--- config.mk ---
export PLATFORM = sky130hd
export DESIGN_NAME = arviq_top
export DESIGN_NICKNAME = d
export VERILOG_FILES = /design/src/design/arviq_pkg.sv /design/src/design/arviq_prio_if.sv /design/src/design/arviq_prio_enc.sv /design/src/design/arviq_top.sv
export VERILOG_INCLUDE_DIRS = /design/src /design/src/design
export SDC_FILE = /design/constraint.sdc
export NUM_CORES = 1
export LEC_CHECK = 0
export BUFFER_PORTS_ARGS = -buffer_cell sky130_fd_sc_hd__buf_4
export CAP_MARGIN = 20
export CORE_AREA = 10 10 141 143
export DETAILED_ROUTE_END_ITERATION = 8
export DIE_AREA = 0 0 151 153
export PLACE_DENSITY = 0.71
export SLEW_MARGIN = 0
export SYNTH_ARGS = -nofsm -noshare
export SYNTH_HDL_FRONTEND = slang
export SYNTH_SLANG_ARGS = --single-unit
--- constraint.sdc ---
create_clock -name mclk -period 2.9 [get_ports mclk]
set_input_delay 0.29 -clock mclk [delete_from_list [all_inputs] [get_ports mclk]]
set_output_delay 0.29 -clock mclk [all_outputs]
set_load 0.005 [all_outputs]
--- src/design/arviq_defines.svh ---
`ifndef ARVIQ_DEFINES_SVH
`define ARVIQ_DEFINES_SVH

// Register byte offsets on the AXI4-Lite slave
`define ARVIQ_OFF_IE     12'h000
`define ARVIQ_OFF_IFG    12'h004
`define ARVIQ_OFF_IV     12'h008
`define ARVIQ_OFF_CTL    12'h00c
`define ARVIQ_OFF_SLOT0  12'h040

// Reset values
`define ARVIQ_RST_IE     16'h0000
`define ARVIQ_RST_IFG    16'h0000
`define ARVIQ_RST_IV     16'h0000
`define ARVIQ_RST_CTL    2'h0

// Control register field positions
`define ARVIQ_CTL_OVIE   3
`define ARVIQ_CTL_TOVIE  2

// Vector codes
`define ARVIQ_IV_NONE    5'h00
`define ARVIQ_IV_OV      5'h01
`define ARVIQ_IV_TOV     5'h02
`define ARVIQ_IV_SLOT0   5'h03

// AXI responses
`define ARVIQ_RESP_OKAY   2'h0
`define ARVIQ_RESP_SLVERR 2'h2

`endif

--- src/design/arviq_pkg.sv ---
package arviq_pkg;
  typedef logic [15:0] arviq_word_t;
  typedef logic [4:0]  arviq_code_t;
endpackage

--- src/design/arviq_prio_if.sv ---
`timescale 1ns/10ps
// Carries pending sources into the priority encoder and the code back
interface arviq_prio_if;
  logic                  ov_req;
  logic                  tov_req;
  logic [15:0]           slot_req;
  arviq_pkg::arviq_code_t code;
  logic                  any;
  modport enc (input ov_req, input tov_req, input slot_req, output code, output any);
  modport top (output ov_req, output tov_req, output slot_req, input code, input any);
endinterface

--- src/design/arviq_prio_enc.sv ---
`timescale 1ns/10ps
`include "arviq_defines.svh"
// Fixed priority: slot overflow, conversion time, then slot 0 down to 15
module arviq_prio_enc
  import arviq_pkg::*;
(
  arviq_prio_if.enc p
);
  always_comb begin
    p.code = `ARVIQ_IV_NONE; // RULE_04
    // Walk from lowest priority up so the last hit wins
    for (int i = 15; i >= 0; i--) begin
      if (p.slot_req[i]) begin
        p.code = 5'(`ARVIQ_IV_SLOT0 + i); // RULE_07
      end
    end
    if (p.tov_req) begin
      p.code = `ARVIQ_IV_TOV; // RULE_06
    end
    if (p.ov_req) begin
      p.code = `ARVIQ_IV_OV; // RULE_05
    end
    p.any = p.ov_req | p.tov_req | (|p.slot_req); // RULE_11
  end
endmodule

--- src/design/arviq_top.sv ---
`timescale 1ns/10ps
`include "arviq_defines.svh"
// Functional notes
// RULE_01: Sixteen read-write slot enable bits, reset 0; 1 lets the slot flag interrupt.
// RULE_02: Slot pending flag sets when a conversion result lands in that slot.
// RULE_03: Flag clears when software reads its slot result, or by writing the flag register.
// RULE_04: Vector reads 000h when nothing is pending.
// RULE_05: Slot overflow reports code 002h, highest priority.
// RULE_06: Conversion time overflow reports code 004h, second priority.
// RULE_07: Slot n reports 006h plus 2n; lower slot wins.
// RULE_08: Vector register read-only, reset 0, code in bits 5 to 1, rest zero.
// RULE_09: Slot overflow interrupts only with its enable and global enable set.
// RULE_10: Conversion time overflow interrupts only with its enable and global enable set.
// RULE_11: Vector shows top enabled pending source; request line high while one exists.
module arviq_top
  import arviq_pkg::*;
(
  input  wire logic        mclk,
  input  wire logic        rst_n,
  input  wire logic [11:0] s_axi_awaddr,
  input  wire logic        s_axi_awvalid,
  output logic             s_axi_awready,
  input  wire logic [31:0] s_axi_wdata,
  input  wire logic [3:0]  s_axi_wstrb,
  input  wire logic        s_axi_wvalid,
  output logic             s_axi_wready,
  output logic [1:0]       s_axi_bresp,
  output logic             s_axi_bvalid,
  input  wire logic        s_axi_bready,
  input  wire logic [11:0] s_axi_araddr,
  input  wire logic        s_axi_arvalid,
  output logic             s_axi_arready,
  output logic [31:0]      s_axi_rdata,
  output logic [1:0]       s_axi_rresp,
  output logic             s_axi_rvalid,
  input  wire logic        s_axi_rready,
  input  wire logic [15:0] result_load,
  input  wire logic [15:0] result_data [16],
  input  wire logic        slot_overflow,
  input  wire logic        conv_time_overflow,
  input  wire logic        global_irq_enable,
  output logic             irq_req
);
  arviq_word_t ie_q, ie_d, ifg_q, ifg_d;
  logic [1:0]  ctl_q, ctl_d;  // [1] slot overflow enable, [0] conv time enable
  logic        aw_q, aw_d, w_q, w_d, bv_q, bv_d, rv_q, rv_d;
  logic [11:0] awa_q, awa_d;
  logic [31:0] wd_q, wd_d, rd_q, rd_d;
  logic [3:0]  ws_q, ws_d;
  logic [1:0]  br_q, br_d, rr_q, rr_d;
  logic [15:0] rd_clr, wr_clr, wr_set;
  logic        do_wr, do_rd, wr_ok;
  arviq_word_t iv_word;
  arviq_prio_if pif ();

  arviq_prio_enc u_enc (.p(pif));

  // Sources gated by their enables and the processor global enable
  assign pif.ov_req   = slot_overflow & ctl_q[1] & global_irq_enable;      // RULE_09
  assign pif.tov_req  = conv_time_overflow & ctl_q[0] & global_irq_enable; // RULE_10
  assign pif.slot_req = ifg_q & ie_q & {16{global_irq_enable}};           // RULE_01
  assign iv_word      = {10'h000, pif.code, 1'b0};                         // RULE_08
  assign irq_req      = pif.any;                                           // RULE_11

  assign s_axi_awready = !aw_q;
  assign s_axi_wready  = !w_q;
  assign s_axi_bvalid  = bv_q;
  assign s_axi_bresp   = br_q;
  assign s_axi_arready = !rv_q;
  assign s_axi_rvalid  = rv_q;
  assign s_axi_rdata   = rd_q;
  assign s_axi_rresp   = rr_q;

  assign do_wr = aw_q & w_q & !bv_q;
  assign do_rd = s_axi_arvalid & !rv_q;

  // Bus handshakes; address and data latch independently in either order
  always_comb begin
    aw_d  = aw_q;
    w_d   = w_q;
    bv_d  = bv_q;
    rv_d  = rv_q;
    awa_d = awa_q;
    wd_d  = wd_q;
    ws_d  = ws_q;
    br_d  = br_q;
    rr_d  = rr_q;
    rd_d  = rd_q;
    wr_ok = 1'b0;
    if (s_axi_awvalid && !aw_q) begin
      aw_d  = 1'b1;
      awa_d = s_axi_awaddr;
    end
    if (s_axi_wvalid && !w_q) begin
      w_d  = 1'b1;
      wd_d = s_axi_wdata;
      ws_d = s_axi_wstrb;
    end
    if (do_wr) begin
      aw_d = 1'b0;
      w_d  = 1'b0;
      bv_d = 1'b1;
      unique case (awa_q[11:2])
        10'(`ARVIQ_OFF_IE >> 2), 10'(`ARVIQ_OFF_IFG >> 2), 10'(`ARVIQ_OFF_CTL >> 2): wr_ok = 1'b1;
        default: wr_ok = 1'b0;
      endcase
      br_d = wr_ok ? `ARVIQ_RESP_OKAY : `ARVIQ_RESP_SLVERR;
    end else if (bv_q && s_axi_bready) begin
      bv_d = 1'b0;
    end
    if (do_rd) begin
      rv_d = 1'b1;
      rr_d = `ARVIQ_RESP_OKAY;
      if (s_axi_araddr[11:2] == 10'(`ARVIQ_OFF_IE >> 2)) begin
        rd_d = {16'h0000, ie_q};
      end else if (s_axi_araddr[11:2] == 10'(`ARVIQ_OFF_IFG >> 2)) begin
        rd_d = {16'h0000, ifg_q};
      end else if (s_axi_araddr[11:2] == 10'(`ARVIQ_OFF_IV >> 2)) begin
        rd_d = {16'h0000, iv_word};
      end else if (s_axi_araddr[11:2] == 10'(`ARVIQ_OFF_CTL >> 2)) begin
        rd_d = 32'({ctl_q, 2'b00});
      end else if (s_axi_araddr[11:6] == 6'(`ARVIQ_OFF_SLOT0 >> 6)) begin
        rd_d = {16'h0000, result_data[s_axi_araddr[5:2]]};
      end else begin
        rd_d = 32'h0000_0000;
        rr_d = `ARVIQ_RESP_SLVERR;
      end
    end else if (rv_q && s_axi_rready) begin
      rv_d = 1'b0;
    end
  end

  // Flag and enable registers; hardware set beats software clear
  always_comb begin
    rd_clr = 16'h0000;
    wr_clr = 16'h0000;
    wr_set = 16'h0000;
    ie_d   = ie_q;
    ctl_d  = ctl_q;
    if (do_rd && s_axi_araddr[11:6] == 6'(`ARVIQ_OFF_SLOT0 >> 6)) begin
      rd_clr[s_axi_araddr[5:2]] = 1'b1; // RULE_03
    end
    if (do_wr && ws_q[0] && ws_q[1]) begin
      if (awa_q[11:2] == 10'(`ARVIQ_OFF_IE >> 2)) begin
        ie_d = wd_q[15:0]; // RULE_01
      end
      if (awa_q[11:2] == 10'(`ARVIQ_OFF_IFG >> 2)) begin
        wr_clr = ~wd_q[15:0]; // RULE_03
        wr_set = wd_q[15:0];
      end
    end
    if (do_wr && ws_q[0] && awa_q[11:2] == 10'(`ARVIQ_OFF_CTL >> 2)) begin
      ctl_d = {wd_q[`ARVIQ_CTL_OVIE], wd_q[`ARVIQ_CTL_TOVIE]};
    end
    ifg_d = (ifg_q & ~rd_clr & ~wr_clr) | wr_set | result_load; // RULE_02
  end

  always_ff @(posedge mclk or negedge rst_n) begin
    if (!rst_n) begin
      ie_q  <= `ARVIQ_RST_IE;
      ifg_q <= `ARVIQ_RST_IFG;
      ctl_q <= `ARVIQ_RST_CTL;
      aw_q  <= 1'b0;
      w_q   <= 1'b0;
      bv_q  <= 1'b0;
      rv_q  <= 1'b0;
      awa_q <= 12'h000;
      wd_q  <= 32'h0000_0000;
      ws_q  <= 4'h0;
      br_q  <= 2'h0;
      rr_q  <= 2'h0;
      rd_q  <= 32'h0000_0000;
    end else begin
      ie_q  <= ie_d;
      ifg_q <= ifg_d;
      ctl_q <= ctl_d;
      aw_q  <= aw_d;
      w_q   <= w_d;
      bv_q  <= bv_d;
      rv_q  <= rv_d;
      awa_q <= awa_d;
      wd_q  <= wd_d;
      ws_q  <= ws_d;
      br_q  <= br_d;
      rr_q  <= rr_d;
      rd_q  <= rd_d;
    end
  end
endmodule

[After elaboration in Yosys (flattened, before gate mapping)]
Cells that the tools add are included.
Operators by class
  add/subtract/negate cells: 0
  multiply operators: 0
  divide/modulo/power cells: 0
  order comparisons: 3
  equality and inequality tests: 6
  shifts and indexed selects: 0
  mux-type cells: 49
  bitwise operators: 19
  reduce and logical (&&, ||, !) cells: 22
Operators by type and width (number)
  16-bit 2-to-1 mux: 12
  5-bit 2-to-1 mux: 18
  16-bit bitwise AND: 4
  16-bit binary-select mux with 4-bit select: 1
  16-bit NOT: 3
  16-bit OR: 2
  10-bit by 2-bit == test with 1-bit output (second input constant): 3
  10-bit by 1-bit == test with 1-bit output (second input constant): 2
  10-bit logical NOT: 2
  16-bit OR reduction: 1
  2-bit 2-to-1 mux: 6
  1-bit 2-to-1 mux: 11
  1-bit logical AND: 9
  2-bit nonzero test: 4
  1-bit bitwise AND: 7
  6-bit by 1-bit == test with 1-bit output (second input constant): 1
  5-bit >= comparator (second input constant): 1
  4-bit by 5-bit less-than comparator with 1-bit output (second input constant): 1
  4-bit NOT with 5-bit output: 1
  1-bit demux with 4-bit select: 1
  4-bit by 1-bit >= comparator with 1-bit output (second input constant): 1
  1-bit logical NOT: 4
  3-bit OR reduction: 1
  1-bit OR: 2
  2-bit AND reduction: 1
Storage, ports and cells
  bits in registers: 104
  latch bits: 0
  RAM bits: 0
  ROM bits: 0
  input port bits: 342
  output and inout port bits: 42
  word-level logic and storage cells: 112
  memories kept: 0

[Longest topological paths before layout]
  depth in word-level cells: 23
  depth in mapped cells: 8
  gate-level depth less buffers: 6

[Cells and area by module]
A second synthesis with hierarchy kept.
Unflattened totals
  cells, all modules: 534
  area, all modules: 6411.1 µm²
Modules (own cells, without submodules)
  arviq_top: instances 1, cells each 498, area each 6207.2 µm², sequential area each 2102.0 µm²
  arviq_prio_enc: instances 1, cells each 36, area each 203.9 µm², sequential area each 0.0 µm²

[Worst setup path before layout]
No wires, ideal clock.
  path kind: reg-to-reg
  from: reg awa_q[9]
  to: reg ifg_q[14]
  library setup time: 124 ps
  arrival: 1749 ps
  required time: 2776 ps
  path slack: 1027 ps
  stages on the path, launching flop included: 8
  buffers on the path: 1
  clock period less this slack: 1873 ps
  path through: dfrtp_1 -> or4_4 -> nor2_4 -> nand4_2 -> nor2_4 -> buf_6 -> nor2_1 -> a211o_1
Between the ends
  word-level cells in the longest chain between the ends: 7
  elaborated cells between the ends (all ways): 9
  those cells by class: 1 x eq/ne; 4 x mux; 4 x bitwise
Ends and longest elaborated chain
  from (decl): line arviq_top.sv:47  | logic [11:0] awa_q, awa_d;
  from (signal assigned): line arviq_top.sv:181  | awa_q <= awa_d;
  10-bit by 1-bit == test with 1-bit output *: line arviq_top.sv:147  | if (awa_q[11:2] == 10'(`ARVIQ_OFF_IFG >> 2)) begin
  16-bit 2-to-1 mux: line arviq_top.sv:147
  16-bit 2-to-1 mux: line arviq_top.sv:143  | if (do_wr && ws_q[0] && ws_q[1]) begin
  16-bit NOT: line arviq_top.sv:155  | ifg_d = (ifg_q & ~rd_clr & ~wr_clr) | wr_set | result_load;
  16-bit bitwise AND: line arviq_top.sv:155
  16-bit OR * (2 in a row): line arviq_top.sv:155
  via ifg_d[14]: line arviq_top.sv:44  | arviq_word_t ie_q, ie_d, ifg_q, ifg_d;
  to (signal assigned): line arviq_top.sv:161  | ifg_q <= `ARVIQ_RST_IFG;
  to (signal assigned): line arviq_top.sv:175  | ifg_q <= ifg_d;
  to (decl): line arviq_top.sv:44
Mark *: on every way through the listed nets, which the timed path passes. The rest lies on a longest branch.
A chain may end at the register's enable or synchronous reset.

[Worst setup path after layout]
  from: reg awa_q[9]
  to: reg ifg_q[10]
The elaborated chain is that of the path after synthesis.

==> results.sh <==
export IMPL_synth_seq_cells=84
export IMPL_ir_worst_vdd_mv=0.322
export IMPL_period_share=0.770
export IMPL_seqCellArea_sq_um=2100
export IMPL_fin_tns_setup_ps=0
export IMPL_r2r_slack_ps=670
export IMPL_min_path_cells=2
export IMPL_crit_type="reg2reg"
export IMPL_gp_congestion=0.934
export IMPL_p_int_mw=3.17
export IMPL_netlist_instances=527
export IMPL_drv_cap=0
export IMPL_nets=1198
export IMPL_clock_path_buffers=2
export IMPL_seq_power_share=0.379
export IMPL_end_kind="flip-flop"
export IMPL_setup_ws_ps=667
export IMPL_track_usage=0.224
export IMPL_rr_endpoint="ifg_q[10]"
export IMPL_drt_pass1_iter_count=5
export IMPL_wirelength_mm=26.7
export IMPL_ant_nets=0
export IMPL_netlist_cell_type_count=63
export IMPL_vias=6012
export IMPL_globalRouteOverflowTotal=0
export IMPL_cp_max_fo=24
export IMPL_dr_first_iter_drc_count=285
export IMPL_drv_slew=0
export IMPL_antenna_found_initial=0
export IMPL_drc=0
export IMPL_post_cts_buffers=0
export IMPL_synthArstFlopShare=1.00
export IMPL_clock_sinks=84
export IMPL_port_buffers=343
export IMPL_rows=48
export IMPL_fmax_mhz=448
export IMPL_n_fill_cell=1557
export IMPL_yosysWarnings=0
export IMPL_reg2regPathDepth=7
export IMPL_p_leak_nw=4.24
export IMPL_worstSkewPairLatency_ps=340
export IMPL_dieArea_sq_um=23100
export IMPL_cts_buffers=9
export IMPL_grt_pass1_wl_mm=39.7
export IMPL_skew_ps=7.31
export IMPL_p_sw_frac=0.281
export IMPL_synth_flop_cell="dfrtp_1"
export IMPL_io_pins=384
export IMPL_finalHoldViolCount=0
export IMPL_ys_seq_area_frac=0.332
export IMPL_core_area_sq_um=17100
export IMPL_cts_tree="done"
export IMPL_worstPathArrival_ps=2490
export IMPL_required_ps=3160
export IMPL_outcome="completed"
export IMPL_tightest_slew_ps=870
export IMPL_fin_crit_ps=2230
export IMPL_clkPwrFrac=0.304
export IMPL_synthesis_area_sq_um=6330
export IMPL_synth_avg_cell_area_sq_um=12.0
export IMPL_clk_pin_slew_ps=70
export IMPL_htree_levels=3
export IMPL_dp_hpwl_mm=22.7
export IMPL_reg2reg_from="awa_q[9]"
export IMPL_min_to="ifg_q[15]"
export IMPL_num_antenna_cells=0
export IMPL_synth_edff_count=0
export IMPL_timing_slew_headroom=0.419
export IMPL_die_x_microns=151
export IMPL_drive_above_1_share=0.585
export IMPL_vias_per_cell=5.54
export IMPL_synthToLayoutAreaGrowth_pct=47.8
export IMPL_start_kind="flip-flop"
export IMPL_place_ws_ps=536
export IMPL_hp_start="result_load[15]"
export IMPL_p_switching_mw=1.24
export IMPL_cts_root_buf="clkbuf_16"
export IMPL_grt_max_degree=49
export IMPL_cts_resized=0
export IMPL_die_h_microns=153
export IMPL_grt_pass1_vias=6704
export IMPL_multi_input_area_sq_um=3880
export IMPL_rsz0062_at_grt="false"
export IMPL_setup_viol=0
export IMPL_cellPowerDensity_nw_per_um2=471
export IMPL_start_util=0.371
export IMPL_hp_class="in2reg"
export IMPL_wl_per_cell_microns=24.6
export IMPL_comb_power_share=0.317
Yosys cell counts (2+ instances only):
cell type	count	share of area
buf_4	21	0.025
a22oi_1	3	0.0036
or4_4	3	0.0053
mux2_2	67	0.12
nor3_1	4	0.0032
or2_1	2	0.0020
a2111oi_0	2	0.0028
nor4_1	2	0.0020
mux2_1	4	0.0071
a221oi_1	12	0.017
nand2_1	40	0.024
a22o_1	5	0.0069
o22ai_1	13	0.013
nor2_2	2	0.0020
nand2b_1	3	0.0030
dfrtp_1	84	0.33
a211oi_1	2	0.0024
nor3_2	2	0.0032
a211o_1	10	0.014
a21oi_1	26	0.021
nor2_1	24	0.014
buf_1	3	0.0018
mux4_2	46	0.16
buf_2	12	0.0095
and3_1	2	0.0020
mux2i_1	7	0.011
nor2_4	2	0.0036
a21boi_0	2	0.0024
clkbuf_1	13	0.0077
nand4_1	2	0.0020
buf_6	7	0.012
mux4_1	18	0.075
nand3_1	8	0.0063
nor2b_1	7	0.0069
o21ai_0	26	0.021
inv_1	5	0.0030
o21ai_1	9	0.0071
a31oi_1	2	0.0020
cell families (layout without fill, tap and decap cells):
| kind of cell | Yosys count | in the layout | share of synthesized area |
|---|---|---|---|
| buffers and inverters | 63 | 380 | 0.0649 |
| and+or+nand+nor | 115 | 115 | 0.101 |
| DFF | 84 | 84 | 0.332 |
| other | 1 | 18 | 0.000593 |
| muxes | 142 | 142 | 0.376 |
| AOI/OAI and AO/OA | 122 | 122 | 0.126 |
how the worst max path moves through the flow:
stage,from,to,slack (ps)
floorplan,awa_q[9],ifg_q[14],1030
global placement,s_axi_araddr[2],s_axi_rdata[15],540
detailed placement,s_axi_araddr[2],s_axi_rdata[13],540
CTS,awa_q[9],ifg_q[13],650
global route,awa_q[9],ifg_q[12],530
finish,awa_q[9],ifg_q[10],670
through the flow:
stage	util	hold WS [ps]	area (sq um)	power, mW	std cells
after floorplan	-	-5.59	6390	2.41	544
after global placement	0.527	353	8990	3.05	1069
after detailed placement	0.527	358	8990	3.10	1069
after CTS	0.548	122	9350	4.44	1086
after global routing	0.548	128	9350	4.63	1086
final	0.548	130	9350	4.41	1086
registers in the layout, indices dropped and copies added, names as in the netlist:
register and flops:
aw_q 1, wd_q 16, s_axi_rresp 1, awa_q 10
ifg_q 16, s_axi_bresp 1, ie_q 16, w_q 1
s_axi_rvalid 1, ws_q 2, ctl_q 2, s_axi_rdata 16
s_axi_bvalid 1
metal layers:
metal | vias up | GRT usage | wire length [microns]
met5 | - | 0 | 0
met4 | 0 | 0.0724 | 707
met3 | 50 | 0.0992 | 3200
met2 | 324 | 0.383 | 13500
met1 | 2930 | 0.240 | 9300
li1 | 2708 | - | -
critical path, cell delays in order (launching register included):
cell and delay, ps:
dfrtp_1 380, or4_4 550, nor2_4 170, nand4_2 150, nor2_4 450, buf_4 260
a21oi_1 90, o21ai_0 90
cells in the final DEF (no fill, tap or decap), types with 8 or more instances in the layout:
cell / count
a211o_1: 10
a21oi_1: 26
a221oi_1: 12
buf_4: 356
clkbuf_16: 9
conb_1: 18
dfrtp_1: 84
mux2_2: 67
mux4_1: 18
mux4_2: 46
nand2_1: 40
nand3_1: 8
nor2_1: 24
o21ai_0: 26
o21ai_1: 9
o22ai_1: 13
power groups by stage:
stage               logic, mW  registers (mW)  clock network (mW)
floorplan               0.778            1.63                   0
global placement         1.37            1.69                   0
detailed placement       1.40            1.69                   0
CTS                      1.41            1.67                1.36
global route             1.51            1.71                1.41
finish                   1.40            1.67                1.34
layout make-up:
type                       count  share of cell area
clock buffer                   9              0.0241
clock inverter                 7              0.0132
inverter                       5             0.00201
multi-input combinational    397               0.415
sequential                    84               0.225
tap                          225              0.0301
timing repair buffer         359               0.291
repair_timing:
action | 4_1_cts | 5_1_grt
endpoints found under the hold margin | 43 | 0
endpoints found under the setup margin | 0 | 0
hold buffers | 1 | 0
(Power assumes the default switching activity.)
